## src/cfg_load_pkg.sv

```systemverilog
package cfg_load_pkg;

  // ---------------------------------------------------------------
  // Pin bundle layout
  // ---------------------------------------------------------------
  localparam int PIN_W       = 17;
  localparam int PIN_CLK     = 0;
  localparam int PIN_BYTE_LO = 1;
  localparam int PIN_BYTE_HI = 8;
  localparam int PIN_WS      = 9;
  localparam int PIN_RS      = 10;
  localparam int PIN_CE      = 11;
  localparam int PIN_RESTART = 12;
  localparam int PIN_STATUS  = 13;
  localparam int PIN_DONE    = 14;
  localparam int PIN_SCH_LO  = 15;
  localparam int PIN_SCH_HI  = 16;

  // ---------------------------------------------------------------
  // Data path
  // ---------------------------------------------------------------
  localparam int          BYTE_W    = 8;
  localparam int          READY_BIT = 7;
  localparam logic [2:0]  LAST_BIT  = 3'h7;
  localparam logic [2:0]  BIT_ZERO  = 3'h0;
  localparam logic [7:0]  BYTE_ZERO = 8'h00;

  // ---------------------------------------------------------------
  // Timing
  // ---------------------------------------------------------------
  localparam int CLOCK_MHZ   = 200;
  localparam int BUSY_NS     = 40;
  localparam int BUSY_CYCLES = (BUSY_NS * CLOCK_MHZ + 999) / 1000;
  localparam logic [3:0] BUSY_LOAD = 4'(BUSY_CYCLES);
  localparam logic [3:0] BUSY_IDLE = 4'h0;

  // ---------------------------------------------------------------
  // Enumerations
  // ---------------------------------------------------------------
  typedef enum logic [1:0] {
    SCHEME_SERIAL = 2'h0,
    SCHEME_FAST   = 2'h1,
    SCHEME_ASYNC  = 2'h2,
    SCHEME_NONE   = 2'h3
  } scheme_e;

  typedef enum logic [2:0] {
    ST_HOLD  = 3'h0,
    ST_LOAD  = 3'h1,
    ST_INIT  = 3'h2,
    ST_USER  = 3'h3,
    ST_ERROR = 3'h4
  } load_state_e;

endpackage

```

## src/pin_sync_if.sv

```systemverilog
`timescale 1ns/1ps
interface pin_sync_if #(
  parameter int W = 1
);
  logic [W-1:0] raw;
  logic [W-1:0] synced;
  logic [W-1:0] rise;

  modport sampler (
    input  raw,
    output synced,
    output rise
  );
  modport user (
    output raw,
    input  synced,
    input  rise
  );
endinterface

```

## src/pin_sampler.sv

```systemverilog
`timescale 1ns/1ps
module pin_sampler #(
  parameter int W = 1
) (
  input wire logic   clock,  // System clock.
  input wire logic   rst_b,  // Synchronous reset, active low.
  pin_sync_if.sampler pins   // Raw pins in, synced levels and edges out.
);

  // ---------------------------------------------------------------
  // Two-stage synchroniser with edge finder
  // ---------------------------------------------------------------
  logic [W-1:0] meta_reg;
  logic [W-1:0] sync_reg;
  logic [W-1:0] prev_reg;

  // Only sync_reg samples meta_reg; edges come from later stages.
  always_ff @(posedge clock) begin
    if (!rst_b) begin
      meta_reg <= '0;
      sync_reg <= '0;
      prev_reg <= '0;
    end else begin
      meta_reg <= pins.raw;
      sync_reg <= meta_reg;
      prev_reg <= sync_reg;
    end
  end

  assign pins.synced = sync_reg;
  assign pins.rise   = sync_reg & ~prev_reg;

endmodule

```

## src/config_data_input_port.sv

```systemverilog
// What this block does
// - Drive chain pass-out low once configured.
// - Capture data on rising load clock edges.
// - Serial schemes: one bit per clock.
// - Parallel schemes: one byte per transfer.
// - Ignore load clock and serial line after configuration.
// - Serial schemes: upper data lines left undriven.
// - After parallel load, upper lines become user pins.
// - Async scheme: latch byte on write strobe rise.
// - Read strobe low shows ready on top line.
// - Non-async schemes: strobes and readback undriven.
// - After async load, strobes and top line user pins.
// - Ready high when free, low while busy.
// - Completion flag low until all data received.
// - Pull error line low on configuration error.
// - Restart low discards; returning high reloads.
`timescale 1ns/1ps
module config_data_input_port #(
  parameter int CONFIG_BYTES = 1024,
  parameter int INIT_CYCLES  = 16
) (
  input  wire logic       clock,                   // 200 MHz clock.
  input  wire logic       rst_b,                   // Sync reset, low.
  input  wire logic [1:0] scheme_select,           // Scheme strap pins.
  input  wire logic       chain_select_low,        // Chain select, low.
  input  wire logic       restart_b,               // Restart, low.
  input  wire logic       load_bit_clock,          // Load data clock.
  input  wire logic       serial_load_line,        // Data line 0.
  input  wire logic [5:0] upper_data_in,           // Data lines 6..1.
  input  wire logic       ready_readback_line_in,  // Data line 7 in.
  output logic            ready_readback_line_out, // Data line 7 out.
  output logic            ready_readback_line_oe_b,// Line 7 drive, low.
  input  wire logic       write_strobe_b,          // Write strobe, low.
  input  wire logic       status_read_strobe_b,    // Read strobe, low.
  input  wire logic       error_status_in,         // Error line level.
  output logic            error_status_out,        // Error line value.
  output logic            error_status_oe_b,       // Error drive, low.
  input  wire logic       load_complete_flag_in,   // Done line level.
  output logic            load_complete_flag_out,  // Done line value.
  output logic            load_complete_flag_oe_b, // Done drive, low.
  output logic            chain_pass_out,          // Next chain select.
  output logic            user_pins_released,      // Pins to user logic.
  output logic [7:0]      config_byte,             // Assembled byte.
  output logic            config_byte_valid        // Byte strobe.
);

  // ---------------------------------------------------------------
  // Parameter checks
  // ---------------------------------------------------------------
  if (CONFIG_BYTES < 1) begin : g_bad_bytes
    $error("CONFIG_BYTES must be at least one");
  end
  if (INIT_CYCLES < 1 || INIT_CYCLES > 65535) begin : g_bad_init
    $error("INIT_CYCLES must lie between 1 and 65535");
  end

  localparam logic [31:0] LAST_BYTE = 32'(CONFIG_BYTES - 1);
  localparam logic [15:0] LAST_INIT = 16'(INIT_CYCLES - 1);

  // ---------------------------------------------------------------
  // Pin sampling
  // ---------------------------------------------------------------
  pin_sync_if #(.W(cfg_load_pkg::PIN_W)) pins ();

  assign pins.raw = {scheme_select,
                     load_complete_flag_in,
                     error_status_in,
                     restart_b,
                     chain_select_low,
                     status_read_strobe_b,
                     write_strobe_b,
                     ready_readback_line_in,
                     upper_data_in,
                     serial_load_line,
                     load_bit_clock};

  pin_sampler #(.W(cfg_load_pkg::PIN_W)) u_sampler (
    .clock (clock),
    .rst_b (rst_b),
    .pins  (pins)
  );

  // ---------------------------------------------------------------
  // Decoded pin levels
  // ---------------------------------------------------------------
  cfg_load_pkg::scheme_e     scheme_reg;
  cfg_load_pkg::load_state_e state_reg;
  cfg_load_pkg::load_state_e state_next;

  wire [7:0] line_byte   = pins.synced[cfg_load_pkg::PIN_BYTE_HI:
                                       cfg_load_pkg::PIN_BYTE_LO];
  wire       line_serial = pins.synced[cfg_load_pkg::PIN_BYTE_LO];
  wire       clk_rise    = pins.rise[cfg_load_pkg::PIN_CLK];
  wire       ws_rise     = pins.rise[cfg_load_pkg::PIN_WS];
  wire       rs_low      = ~pins.synced[cfg_load_pkg::PIN_RS];
  wire       ce_ok       = ~pins.synced[cfg_load_pkg::PIN_CE];
  wire       restart_hi  = pins.synced[cfg_load_pkg::PIN_RESTART];
  wire       status_low  = ~pins.synced[cfg_load_pkg::PIN_STATUS];
  wire       done_high   = pins.synced[cfg_load_pkg::PIN_DONE];
  wire [1:0] scheme_pins = pins.synced[cfg_load_pkg::PIN_SCH_HI:
                                       cfg_load_pkg::PIN_SCH_LO];

  wire is_serial = (scheme_reg == cfg_load_pkg::SCHEME_SERIAL);
  wire is_fast   = (scheme_reg == cfg_load_pkg::SCHEME_FAST);
  wire is_async  = (scheme_reg == cfg_load_pkg::SCHEME_ASYNC);
  wire loading   = (state_reg == cfg_load_pkg::ST_LOAD);

  // ---------------------------------------------------------------
  // Data capture
  // ---------------------------------------------------------------
  logic [7:0]  shift_reg;
  logic [2:0]  bit_cnt_reg;
  logic [3:0]  busy_cnt_reg;
  logic [31:0] byte_cnt_reg;
  logic [15:0] init_cnt_reg;

  wire accept    = loading && ce_ok;
  wire take_bit  = accept && is_serial && clk_rise;
  wire ser_done  = take_bit && (bit_cnt_reg == cfg_load_pkg::LAST_BIT);
  wire take_fast = accept && is_fast && clk_rise;
  wire ready_now = (busy_cnt_reg == cfg_load_pkg::BUSY_IDLE);
  wire take_ws   = accept && is_async && ws_rise && ready_now;
  wire take_byte = ser_done || take_fast || take_ws;
  wire last_byte = take_byte && (byte_cnt_reg == LAST_BYTE);

  // Serial data arrives least significant bit first.
  wire [7:0] shifted   = {line_serial, shift_reg[7:1]};
  wire [7:0] byte_next = ser_done ? shifted : line_byte;

  wire [3:0] busy_next = take_ws ? cfg_load_pkg::BUSY_LOAD :
                         ready_now ? cfg_load_pkg::BUSY_IDLE :
                         busy_cnt_reg - 4'h1;

  always_ff @(posedge clock) begin
    if (!rst_b) begin
      shift_reg    <= cfg_load_pkg::BYTE_ZERO;
      bit_cnt_reg  <= cfg_load_pkg::BIT_ZERO;
      busy_cnt_reg <= cfg_load_pkg::BUSY_IDLE;
    end else begin
      busy_cnt_reg <= busy_next;
      if (!loading) begin
        bit_cnt_reg <= cfg_load_pkg::BIT_ZERO;
      end else if (take_bit) begin
        shift_reg   <= shifted;
        bit_cnt_reg <= bit_cnt_reg + 3'h1;
      end
    end
  end

  always_ff @(posedge clock) begin
    if (!rst_b) begin
      byte_cnt_reg <= '0;
    end else if (!loading) begin
      byte_cnt_reg <= '0;
    end else if (take_byte) begin
      byte_cnt_reg <= byte_cnt_reg + 32'h1;
    end
  end

  // ---------------------------------------------------------------
  // Load sequencer
  // ---------------------------------------------------------------
  wire init_over = (init_cnt_reg == LAST_INIT) && done_high;

  always_comb begin
    state_next = state_reg;
    case (state_reg)
      cfg_load_pkg::ST_HOLD: begin
        if (restart_hi) begin
          state_next = cfg_load_pkg::ST_LOAD;
        end
      end
      cfg_load_pkg::ST_LOAD: begin
        if (status_low) begin
          state_next = cfg_load_pkg::ST_ERROR;
        end else if (last_byte) begin
          state_next = cfg_load_pkg::ST_INIT;
        end
      end
      cfg_load_pkg::ST_INIT: begin
        if (status_low) begin
          state_next = cfg_load_pkg::ST_ERROR;
        end else if (init_over) begin
          state_next = cfg_load_pkg::ST_USER;
        end
      end
      cfg_load_pkg::ST_USER: begin
        state_next = cfg_load_pkg::ST_USER;
      end
      cfg_load_pkg::ST_ERROR: begin
        state_next = cfg_load_pkg::ST_ERROR;
      end
      default: begin
        state_next = cfg_load_pkg::ST_HOLD;
      end
    endcase
    if (!restart_hi) begin
      state_next = cfg_load_pkg::ST_HOLD;
    end
  end

  wire hold_done_low = (state_next == cfg_load_pkg::ST_HOLD) ||
                       (state_next == cfg_load_pkg::ST_LOAD) ||
                       (state_next == cfg_load_pkg::ST_ERROR);
  wire in_user       = (state_next == cfg_load_pkg::ST_USER);
  wire in_error      = (state_next == cfg_load_pkg::ST_ERROR);
  wire drive_ready   = is_async && rs_low &&
                       ((state_next == cfg_load_pkg::ST_LOAD) ||
                        (state_next == cfg_load_pkg::ST_INIT));

  always_ff @(posedge clock) begin
    if (!rst_b) begin
      state_reg    <= cfg_load_pkg::ST_HOLD;
      scheme_reg   <= cfg_load_pkg::SCHEME_SERIAL;
      init_cnt_reg <= '0;
    end else begin
      state_reg <= state_next;
      if (state_reg == cfg_load_pkg::ST_HOLD) begin
        scheme_reg <= cfg_load_pkg::scheme_e'(scheme_pins);
      end
      if (state_reg != cfg_load_pkg::ST_INIT) begin
        init_cnt_reg <= '0;
      end else if (init_cnt_reg != LAST_INIT) begin
        init_cnt_reg <= init_cnt_reg + 16'h1;
      end
    end
  end

  // ---------------------------------------------------------------
  // Registered outputs
  // ---------------------------------------------------------------
  always_ff @(posedge clock) begin
    if (!rst_b) begin
      config_byte              <= cfg_load_pkg::BYTE_ZERO;
      config_byte_valid        <= 1'b0;
      chain_pass_out           <= 1'b1;
      user_pins_released       <= 1'b0;
      load_complete_flag_out   <= 1'b0;
      load_complete_flag_oe_b  <= 1'b0;
      error_status_out         <= 1'b0;
      error_status_oe_b        <= 1'b1;
      ready_readback_line_out  <= 1'b1;
      ready_readback_line_oe_b <= 1'b1;
    end else begin
      config_byte_valid        <= take_byte;
      if (take_byte) begin
        config_byte <= byte_next;
      end
      chain_pass_out           <= ~in_user;
      user_pins_released       <= in_user;
      load_complete_flag_out   <= 1'b0;
      load_complete_flag_oe_b  <= ~hold_done_low;
      error_status_out         <= 1'b0;
      error_status_oe_b        <= ~in_error;
      ready_readback_line_out  <= (busy_next == cfg_load_pkg::BUSY_IDLE);
      ready_readback_line_oe_b <= ~drive_ready;
    end
  end
endmodule

```

## config.mk

```make
export PLATFORM = sky130hd
export DESIGN_NAME = config_data_input_port
export DESIGN_NICKNAME = d
export VERILOG_FILES = /design/src/cfg_load_pkg.sv /design/src/pin_sync_if.sv /design/src/pin_sampler.sv /design/src/config_data_input_port.sv
export SDC_FILE = /design/constraint.sdc
export NUM_CORES = 1
export LEC_CHECK = 0
export BUFFER_PORTS_ARGS = -buffer_cell sky130_fd_sc_hd__buf_2
export CAP_MARGIN = 20
export CORE_ASPECT_RATIO = 2
export CORE_UTILIZATION = 50
export CTS_BUF_LIST = sky130_fd_sc_hd__clkbuf_8 sky130_fd_sc_hd__clkbuf_16
export CTS_CLUSTER_SIZE = 8
export DETAILED_ROUTE_END_ITERATION = 10
export PLACE_DENSITY = 0.71
export SLEW_MARGIN = 15
export SYNTH_ARGS = -nofsm -noshare
export SYNTH_HDL_FRONTEND = slang
export SYNTH_SLANG_ARGS = --single-unit
```

## constraint.sdc

```tcl
create_clock -name clock -period 2.2 [get_ports clock]
set_input_delay 0.22 -clock clock [delete_from_list [all_inputs] [get_ports clock]]
set_output_delay 0.22 -clock clock [all_outputs]
set_load 0.005 [all_outputs]
```

Yosys cells after proc, flatten, opt, wreduce, memory -nomap -nowiden
Index checks and enable logic that the tools add are counted.
{ "classes": {"n_addsub": 4, "eq_ne": 15, "mux": 9, "bitwise_logic": 9, "n_reduce_logical": 26} }
{ "op_table": {"columns": ["op", "n"], "rows": [
  ["$add 32x1->32 const B", 1],
  ["$eq 32x10->1 const B", 1],
  ["$add 16x1->16 const B", 1],
  ["$eq 16x4->1 const B", 1],
  ["$ne 16x4->1 const B", 1],
  ["$mux 3", 5],
  ["$pmux 3 s5", 1],
  ["$logic_and 1x1->1", 13],
  ["$eq 3x2->1 const B", 4],
  ["$and 10x10->10", 1],
  ["$not 10->10", 1],
  ["$eq 3x3->1 const B", 3],
  ["$logic_not 4->1", 2],
  ["$mux 4", 2],
  ["$mux 8", 1],
  ["$not 1->1", 7],
  ["$eq 3x1->1 const B", 2],
  ["$logic_not 3->1", 2],
  ["$logic_or 1x1->1", 5],
  ["$reduce_and 2->1", 2],
  ["$sub 4x1->4 const B", 1],
  ["$add 3x1->3 const B", 1],
  ["$ne 3x2->1 const B", 1],
  ["$eq 2x1->1 const B", 1],
  ["3 further kinds", 3]
]} }
{ "word_totals": {"ff_bits": 127, "output_inout_bits": 17} }

Logic depth before layout (Yosys ltp)
Gate-level depths: netlist of the first run.
{ "depth": {"word_depth": 16, "mapped_depth": 8} }

By module
Synthesis of the first run repeated with hierarchy kept, for this count alone.
{ "unflattened": {"cells_unflattened": 543, "area_unflattened_um2": 5156.2} }
{ "modules_own_cells": {"columns": ["module", "instances", "cells_per_inst", "area_per_inst_um2", "seq_area_each_um2"], "rows": [
  ["config_data_input_port", 1, 419, 3671.0, 1641.6],
  ["pin_sampler", 1, 124, 1485.2, 1021.0]
]} }

Worst setup path before layout of the first run
OpenSTA, ideal clock, no wires.
{ "synth_path": {"path_kind": "register to register", "startpoint": "register busy_cnt_reg[0]", "endpoint": "register byte_cnt_reg[28]", "setup_time_ps": 71, "t_arrival_ps": 2099, "required_ps": 2129, "path_slack_ps": 31, "path_stages_with_launch": 9, "n_path_buf": 1, "path_cell_list": "dfxtp_1 inv_1 ha_1 nor3b_1 a2bb2oi_2 or3_1 buf_2 or4_1 a21oi_1"} }
{ "synth_between": {"elab_chain_len": 3} }
{ "synth_rtl": {"columns": ["element", "line", "rtl"], "rows": [
  ["start: declaration", "config_data_input_port.sv:113", "logic [3:0] busy_cnt_reg;"],
  ["start signal: assignment", "config_data_input_port.sv:138", "busy_cnt_reg <= cfg_load_pkg::BUSY_IDLE;"],
  ["start signal: assignment", "config_data_input_port.sv:140", "busy_cnt_reg <= busy_next;"],
  ["$logic_not 4->1", "config_data_input_port.sv:121", "wire ready_now = (busy_cnt_reg == cfg_load_pkg::BUSY_IDLE);"],
  ["$logic_and 1x1->1", "config_data_input_port.sv:122", "wire take_ws = accept && is_async && ws_rise && ready_now;"],
  ["$logic_or 1x1->1", "config_data_input_port.sv:123", "wire take_byte = ser_done || take_fast || take_ws;"],
  ["end signal: assignment", "config_data_input_port.sv:156", "byte_cnt_reg <= byte_cnt_reg + 32'h1;"],
  ["end: declaration", "config_data_input_port.sv:114", "logic [31:0] byte_cnt_reg;"]
]} }
No other way between the ends.
A chain may end at the register's enable or synchronous reset.

Worst setup path in the final report of the first run
{ "layout_path": {"startpoint": "register byte_cnt_reg[10]", "endpoint": "register byte_cnt_reg[30]"} }
{ "layout_between": {"elab_chain_len": 1} }
{ "layout_rtl": {"columns": ["element", "line"], "rows": [
  ["$add 32x1->32", "config_data_input_port.sv:156"]
]} }
No other way between the ends.

==> results of run 1 <==
per-stage QoR:
stage,setup slack (ns),setup TNS (ns),hold slack (ns)
after floorplan,0.0307,0,0.347
after global placement,0.0564,0,0.378
after detailed placement,0.0134,0,0.382
after CTS,0.00966,0,0.000435
after global routing,-0.0586,-0.182,0.00254
final,0.0913,0,0.0161
layout make-up:
class / instances / area, sq um
multi-input combinational: 359 / 2300
fill: 747 / 3530
clock buffer: 18 / 439
sequential: 118 / 2360
inverter: 7 / 26.3
timing repair buffer: 54 / 328
clock inverter: 14 / 198
tap: 104 / 130
final timing paths:
path	from	endpoint	slack (ns)	cells past startpoint
setup / recovery	byte_cnt_reg[10]$_SDFFE_PN0P_	byte_cnt_reg[30]$_SDFFE_PN0P_	0.09	5
setup reg to reg	byte_cnt_reg[10]$_SDFFE_PN0P_	byte_cnt_reg[30]$_SDFFE_PN0P_	0.09	5
hold / removal	error_status_in	u_sampler.meta_reg[13]$_SDFF_PN0_	0.02	2
hold reg to reg	u_sampler.pins.synced[12]$_SDFF_PN0_	error_status_oe_b$_SDFF_PN1_	0.39	1
layout by cell type, fill, tap and decap left out, types with 6 or more instances in the layout:
cell / netlist / routed
o21ai_0: 16 / 16
nor3_1: 12 / 10
nor2_1: 61 / 61
inv_1: 7 / 7
buf_2: 3 / 33
buf_4: 2 / 19
nand3_1: 19 / 19
nand2_1: 26 / 25
a21oi_1: 11 / 11
dfxtp_1: 118 / 117
nand4_1: 12 / 12
ha_1: 6 / 6
clkbuf_16: 0 / 17
nor2b_1: 12 / 12
nor4_1: 21 / 21
mux2i_1: 19 / 19
xnor2_1: 27 / 27
and3_1: 7 / 7
xor2_1: 14 / 14
and2_1: 40 / 40
kinds of logic after synthesis:
family,after synthesis
simple gates,244
buf+inv,33
flops,118
other cells,1
compound gates,47
mux,19
xor+xnor,41
fa+ha+maj,6
metal layers:
metal	up-vias	share of wire [%]
met5	-	0
li1	1852	-
met3	41	3.0
met1	1735	37
met2	92	56
met4	0	4.0
what timing repair did:
| item | 4_1_cts | 5_1_grt |
|---|---|---|
| endpoints found under the setup margin | 0 | 12 |
| hold buffers | 2 | 0 |
| gates resized for setup | 0 | 6 |
| hold endpoints to repair | 2 | 0 |
worst register-to-register path, delay by kind of cell (launching register included):
| kind | cells | cell delay, ns |
|---|---|---|
| AO/OA/AOI/OAI | 1 | 0.16 |
| flip-flops | 1 | 0.42 |
| AND/OR/NAND/NOR | 4 | 1.47 |
power groups by stage:
stage                     clock network [uW]  logic [uW]  registers, uW
after global routing                    3080         326           2250
after global placement                     0         288           2290
after floorplan                            0         204           2280
after detailed placement                   0         301           2290
final                                   2940         300           2250
after CTS                               2990         305           2250
==> summary.md, run 1 <==
| Metric | Value |
|---|---|
| Result of the run | finished clean |
| Die area | 9970 sq um |
| Clock Tree Root | clkbuf_16 |
| Final setup violation count | 0 |
| Post-route total power | around 5500 uW |
| Largest area contributor in the netlist | dfxtp_1 |
| Main combinational cell family by area after synthesis | simple AND/OR/NAND/NOR gates |
| Critical path endpoint category | register |
| Parity-gate share of the synthesized area counting xor and xnor cells | 7.52% |
| Die width | 71.1 microns |
| Global-route wire length before repair | 16200 microns |
| Library cell with the highest instance count after synthesis | dfxtp_1 |
| Setup repair after global routing missed its margin | true |
| Internal power | 4290 uW |
| Critical path's slowest cell | or4b_1 |
| Data arrival time of the critical path | 2.45 ns |
| Net load switching power | between 1000 and 1500 uW |
| Count of input and output buffers | 33 |
| Adder-cell area share of the yosys netlist | between 1.5 and 2% |
| Worst endpoint required time | ~2.5 ns |
| Global-route met3 utilization | approximately 5.7% |
| Standard cell core area | ~9300 sq um |
| Post-detailed-route DRC marker count | 0 |
| Vias in the first global route | between 3000 and 4000 |
| Count of cell types in the netlist | 50 |
| Startpoint class of the critical path | register |
| Total power density per cell area | 949 nW/um^2 |
| Critical path peak fanout | 6 |
| Number of placed instances with taps included | 640 |
| Combinational Power Share | 5.5% |
| Number of antenna cells inserted | 0 |
| Main synth FF type | dfxtp_1 |
| Critical path class | reg2reg |
| Async set-reset flop share out of synthesis | 0% |
| Switching power share of the total | 21.8% |
| Leading post-synthesis cells by instance count | dfxtp_1 (118), nor2_1 (61), and2_1 (40), xnor2_1 (27), nand2_1 (26) |
| Post-place instance area | 5110 sq um |
| Largest net degree at the start of global routing | 51 |
| Initial standard-cell utilization of the core | between 50% and 60% |
| CTS tree | yes |
| Clock Power Share | a little over half |
| Count of pins over their slew limit | 0 |
| Total standard cell area after synthesis | around 4800 sq um |
| IO Pins | 36 |
| Buffer levels on the longest clock path | 2 |
| Utilization of the core after routing | 62.1% |
| Worst IR drop on VDD | 0.000889 V |
| Time the worst path needs with I/O delays and setup | 2.11 ns |
| Area share of the largest cell type after synthesis | 49.4% |
| Mux share of post-synthesis cell area | 3.98% |
| Gate Count Post-Synth | 509 |
| NumNets Final | 582 |
| Height of the chip | 140 microns |
| Number of detailed-routing iterations run before antenna repair | 5 |
| Vias per std cell | ~5.5 |
| Max_cap viols | 0 |
| Sum of net half-perimeters after detailed placement | 6510 microns |
| Top Family by Delay on Critical Path | simple AND/OR/NAND/NOR gates |
| GR Util met2 | 38.3% |
| Period utilization | 95.8% |
| Worst stage delay on the critical path | around 0.52 ns |
| Warnings from Yosys | 0 |
| Top cells by area, synth | dfxtp_1 (49%), and2_1 (5.2%), xnor2_1 (5.0%) |
| Flip-flop count of the largest register after layout | 32 |
| Flops & latches, synth | 118 |
| Buffers & Inverters on Critical Path | 0 |
| Post-synthesis simple-gate area fraction | 28.2% |
| Final number of hold-violating endpoints | 0 |
| Complex-gate fraction of the synthesized area | 6.23% |
| Clock Skew | ~0.0083 ns |
| Share of the yosys chip area belonging to registers | between 40% and 50% |
| Clock latency on the worst-skew pair | 0.41 ns |
| Initial antenna violation count | 0 |
| Clock-pin transition on the worst setup and hold timing paths | 0.06 ns |
| Final cell area excluding filler cells | 5790 sq um |
| Initial drt markers | 217 |
| Number of buffers added by the clock tree synthesis step | 17 |
| Total setup buffers inserted after CTS | 0 |
| Leakage power of the design | 0.00215 uW |
| Via Count | 3720 |
| Routability Congestion | approximately 0.81 |
| Busiest layer in global routing | met2 |
| Proportion of power drawn by flip-flops and latches | 40.9% |
| Layout area overhead | 21.1% |
| Highest clock frequency the design can meet | 474 MHz |
| Per-instance average area after synthesis | 9.39 sq um |
| Number of cells in the finished layout apart from fillers | 674 |
| Maximum level of the CTS H-tree | 4 |
| Global Route Usage Sum | 20.7% |
| Cell-by-cell trace of the critical path | nand4_1 > or4b_1 > or3_4 > or4_1 > a21oi_1 |
| Sinks on Clock Net | 118 |
| Global routing met1 resource utilization | about a fifth |
| Final ANT Viol Nets | 0 |
| Average routed wire per standard cell | between 10 and 15 microns |
| Total detailed-routing wirelength | 9470 microns |
| Path type of the worst min-delay path | in2reg |
| Layout cell share with drive strength beyond 1 | around 17% |
| Number of enable-type register cells in the synthesized netlist | 0 |
| Total gr overflow | 0 |
| Floorplan row count | 50 |
(Power assumes the default switching activity.)
==> run 2: changes to the inputs <==
CORE_UTILIZATION = 30   (was 50)
PLACE_DENSITY = default   (was 0.71)
==> run 2 against run 1 <==
  * Power fell by 6.7%
  * Register-to-register slack barely moved
  * Clock power fell by 13%
  * First-iteration DRC count fell by 21%
  * Critical path type unchanged
==> summary.md, run 2 (synthesis gave the netlist of run 1 again) <==
| Metric | Value |
|---|---|
| Result of the run | finished clean |
| Largest net degree at the start of global routing | 36 (-29%) |
| Total detailed-routing wirelength | 9850 microns (+4.0%) |
| Count of pins over their slew limit | 0 (unchanged) |
| Clock-pin transition on the worst setup and hold timing paths | 0.06 ns (about the same) |
| Global Route Usage Sum | 12.8% (-7.9 points) |
| Buffer levels on the longest clock path | 2 (unchanged) |
| IO Pins | 36 (unchanged) |
| Highest clock frequency the design can meet | 472 MHz (-0.44%) |
| NumNets Final | 585 (+0.52%) |
| Final cell area excluding filler cells | 5850 sq um (+1.1%) |
| Setup repair after global routing missed its margin | false |
| Via Count | 3647 (-2.0%) |
| Critical path endpoint category | register |
| Layout area overhead | 22.4% |
| Clock Tree Root | clkbuf_16 |
| Vias per std cell | 4.73 (-14%) |
| Post-place instance area | 5240 sq um (+2.6%) |
| Worst IR drop on VDD | 0.000877 V (-1.4%) |
| Number of detailed-routing iterations run before antenna repair | 4 (-1) |
| Sinks on Clock Net | 118 (unchanged) |
| Clock Skew | 0.00984 ns (+0.00152 ns) |
| Die area | 16500 sq um (+65%) |
| Total power density per cell area | 876 nW/um^2 (-7.7%) |
| Total gr overflow | 0 (unchanged) |
| Global-route wire length before repair | 16600 microns (+2.0%) |
| Accumulated negative setup slack | 0 ns (unchanged) |
| Time the worst path needs with I/O delays and setup | 2.12 ns (+0.00922 ns) |
| Leakage power of the design | 0.00211 uW (-1.6%) |
| Critical path class | reg2reg |
| Path type of the worst min-delay path | in2reg |
| Worst endpoint required time | 2.54 ns (about the same) |
| Routability Congestion | 0.812 (-0.29%) |
| Startpoint class of the critical path | register |
| Maximum level of the CTS H-tree | 4 (unchanged) |
| Vias in the first global route | 3723 (-0.11%) |
| Average routed wire per standard cell | 12.8 microns (-9.1%) |
| Die width | 91.2 microns (+28%) |
| Top library cells by usage in the layout, fill and taps aside | dfxtp_1 (116), nor2_1 (61), and2_1 (40) |
| Final number of hold-violating endpoints | 0 (unchanged) |
| Data arrival time of the critical path | 2.46 ns (about the same) |
| Sum of net half-perimeters after detailed placement | 7010 microns (+7.6%) |
| Critical path peak fanout | 6 (unchanged) |
| Fill cells | 1540 (+110%) |
| Standard cell core area | 15500 sq um (+66%) |
| Initial standard-cell utilization of the core | 30.9% (-20 points) |
| Most frequent standard cell in the layout excluding fill and tap cells | dfxtp_1 |
| Number of antenna cells inserted | 0 (unchanged) |
| Final setup violation count | 0 (unchanged) |
| Number of buffers added by the clock tree synthesis step | 17 (unchanged) |
| Max_cap viols | 0 (unchanged) |
| Worst path setup slack after routing | 0.0821 ns (-0.00922 ns) |
| Flip-flop count of the largest register after layout | 32 (unchanged) |
| Initial drt markers | 172 (-21%) |
| Post-detailed-route DRC marker count | 0 (unchanged) |
| Layout cell share with drive strength beyond 1 | 17.6% (+0.26 points) |
| Period utilization | 96.3% (+0.42 points) |
| Height of the chip | 180 microns (+29%) |
| Initial antenna violation count | 0 (unchanged) |
| Hold Slack | 0.0121 ns (-0.00399 ns) |
| Count of input and output buffers | 33 (unchanged) |
| Worst setup slack after placement | 0.0168 ns (+0.00345 ns) |
| Final ANT Viol Nets | 0 (unchanged) |
| Floorplan row count | 64 (+28%) |
| CTS tree | yes |
| Clock latency on the worst-skew pair | 0.41 ns (about the same) |
| Utilization of the core after routing | 37.8% (-24 points) |
-- run 2: critical path, stage by stage (launching register included) --
cell and delay [ns]:
dfxtp_1 0.37, and4_4 0.25, or4b_1 0.47, or3_4 0.38, or4_1 0.42, a21oi_1 0.15
-- run 2: cell type report --
| type | instances | area [sq um] | share of cell area [%] |
|---|---|---|---|
| sequential | 118 | 2360 | 40.4 |
| multi-input combinational | 359 | 2300 | 39.3 |
| clock buffer | 20 | 467 | 7.98 |
| timing repair buffer | 57 | 353 | 6.03 |
| tap | 198 | 248 | 4.24 |
| clock inverter | 12 | 91.3 | 1.56 |
| inverter | 7 | 26.3 | 0.449 |
-- run 2: path summary, 6_finish.rpt --
kind | from | endpoint | slack [ns] | cells past startpoint
worst max-delay path | byte_cnt_reg[5]$_SDFFE_PN0P_ | byte_cnt_reg[28]$_SDFFE_PN0P_ | 0.08 | 5
worst min register to register | u_sampler.pins.synced[12]$_SDFF_PN0_ | error_status_oe_b$_SDFF_PN1_ | 0.40 | 1
worst min-delay path | serial_load_line | u_sampler.meta_reg[1]$_SDFF_PN0_ | 0.01 | 2
worst max register to register | byte_cnt_reg[5]$_SDFFE_PN0P_ | byte_cnt_reg[28]$_SDFFE_PN0P_ | 0.08 | 5
-- run 2: metal layers --
layer | routed length [microns] | global-route usage [%]
met5 | 0 | 0
met4 | 279 | 7.37
met2 | 5590 | 24.5
met1 | 3740 | 11.6
met3 | 237 | 3.76
-- run 2: metrics by stage --
stage,cells,total power (uW)
final,771,5120
after global routing,771,5330
after CTS,770,5180
after detailed placement,736,2600
after global placement,736,2580
after floorplan,510,2490
-- run 2: timing repair --
action | CTS | global route
setup buffers | 0 | 0
resized for setup | 1 | 5
endpoints found under the setup margin | 3 | 5
endpoints found under the hold margin | 2 | 1
hold buffers | 2 | 1
pin swaps | 0 | 0
-- run 2: power by group --
group | switching (uW) | leakage, uW | internal, uW
Combinational | 158 | 0.000891 | 156
Clock | 1020 | 0.000262 | 1540
Sequential | 41.2 | 0.000960 | 2210
Total | 1220 | 0.00211 | 3900
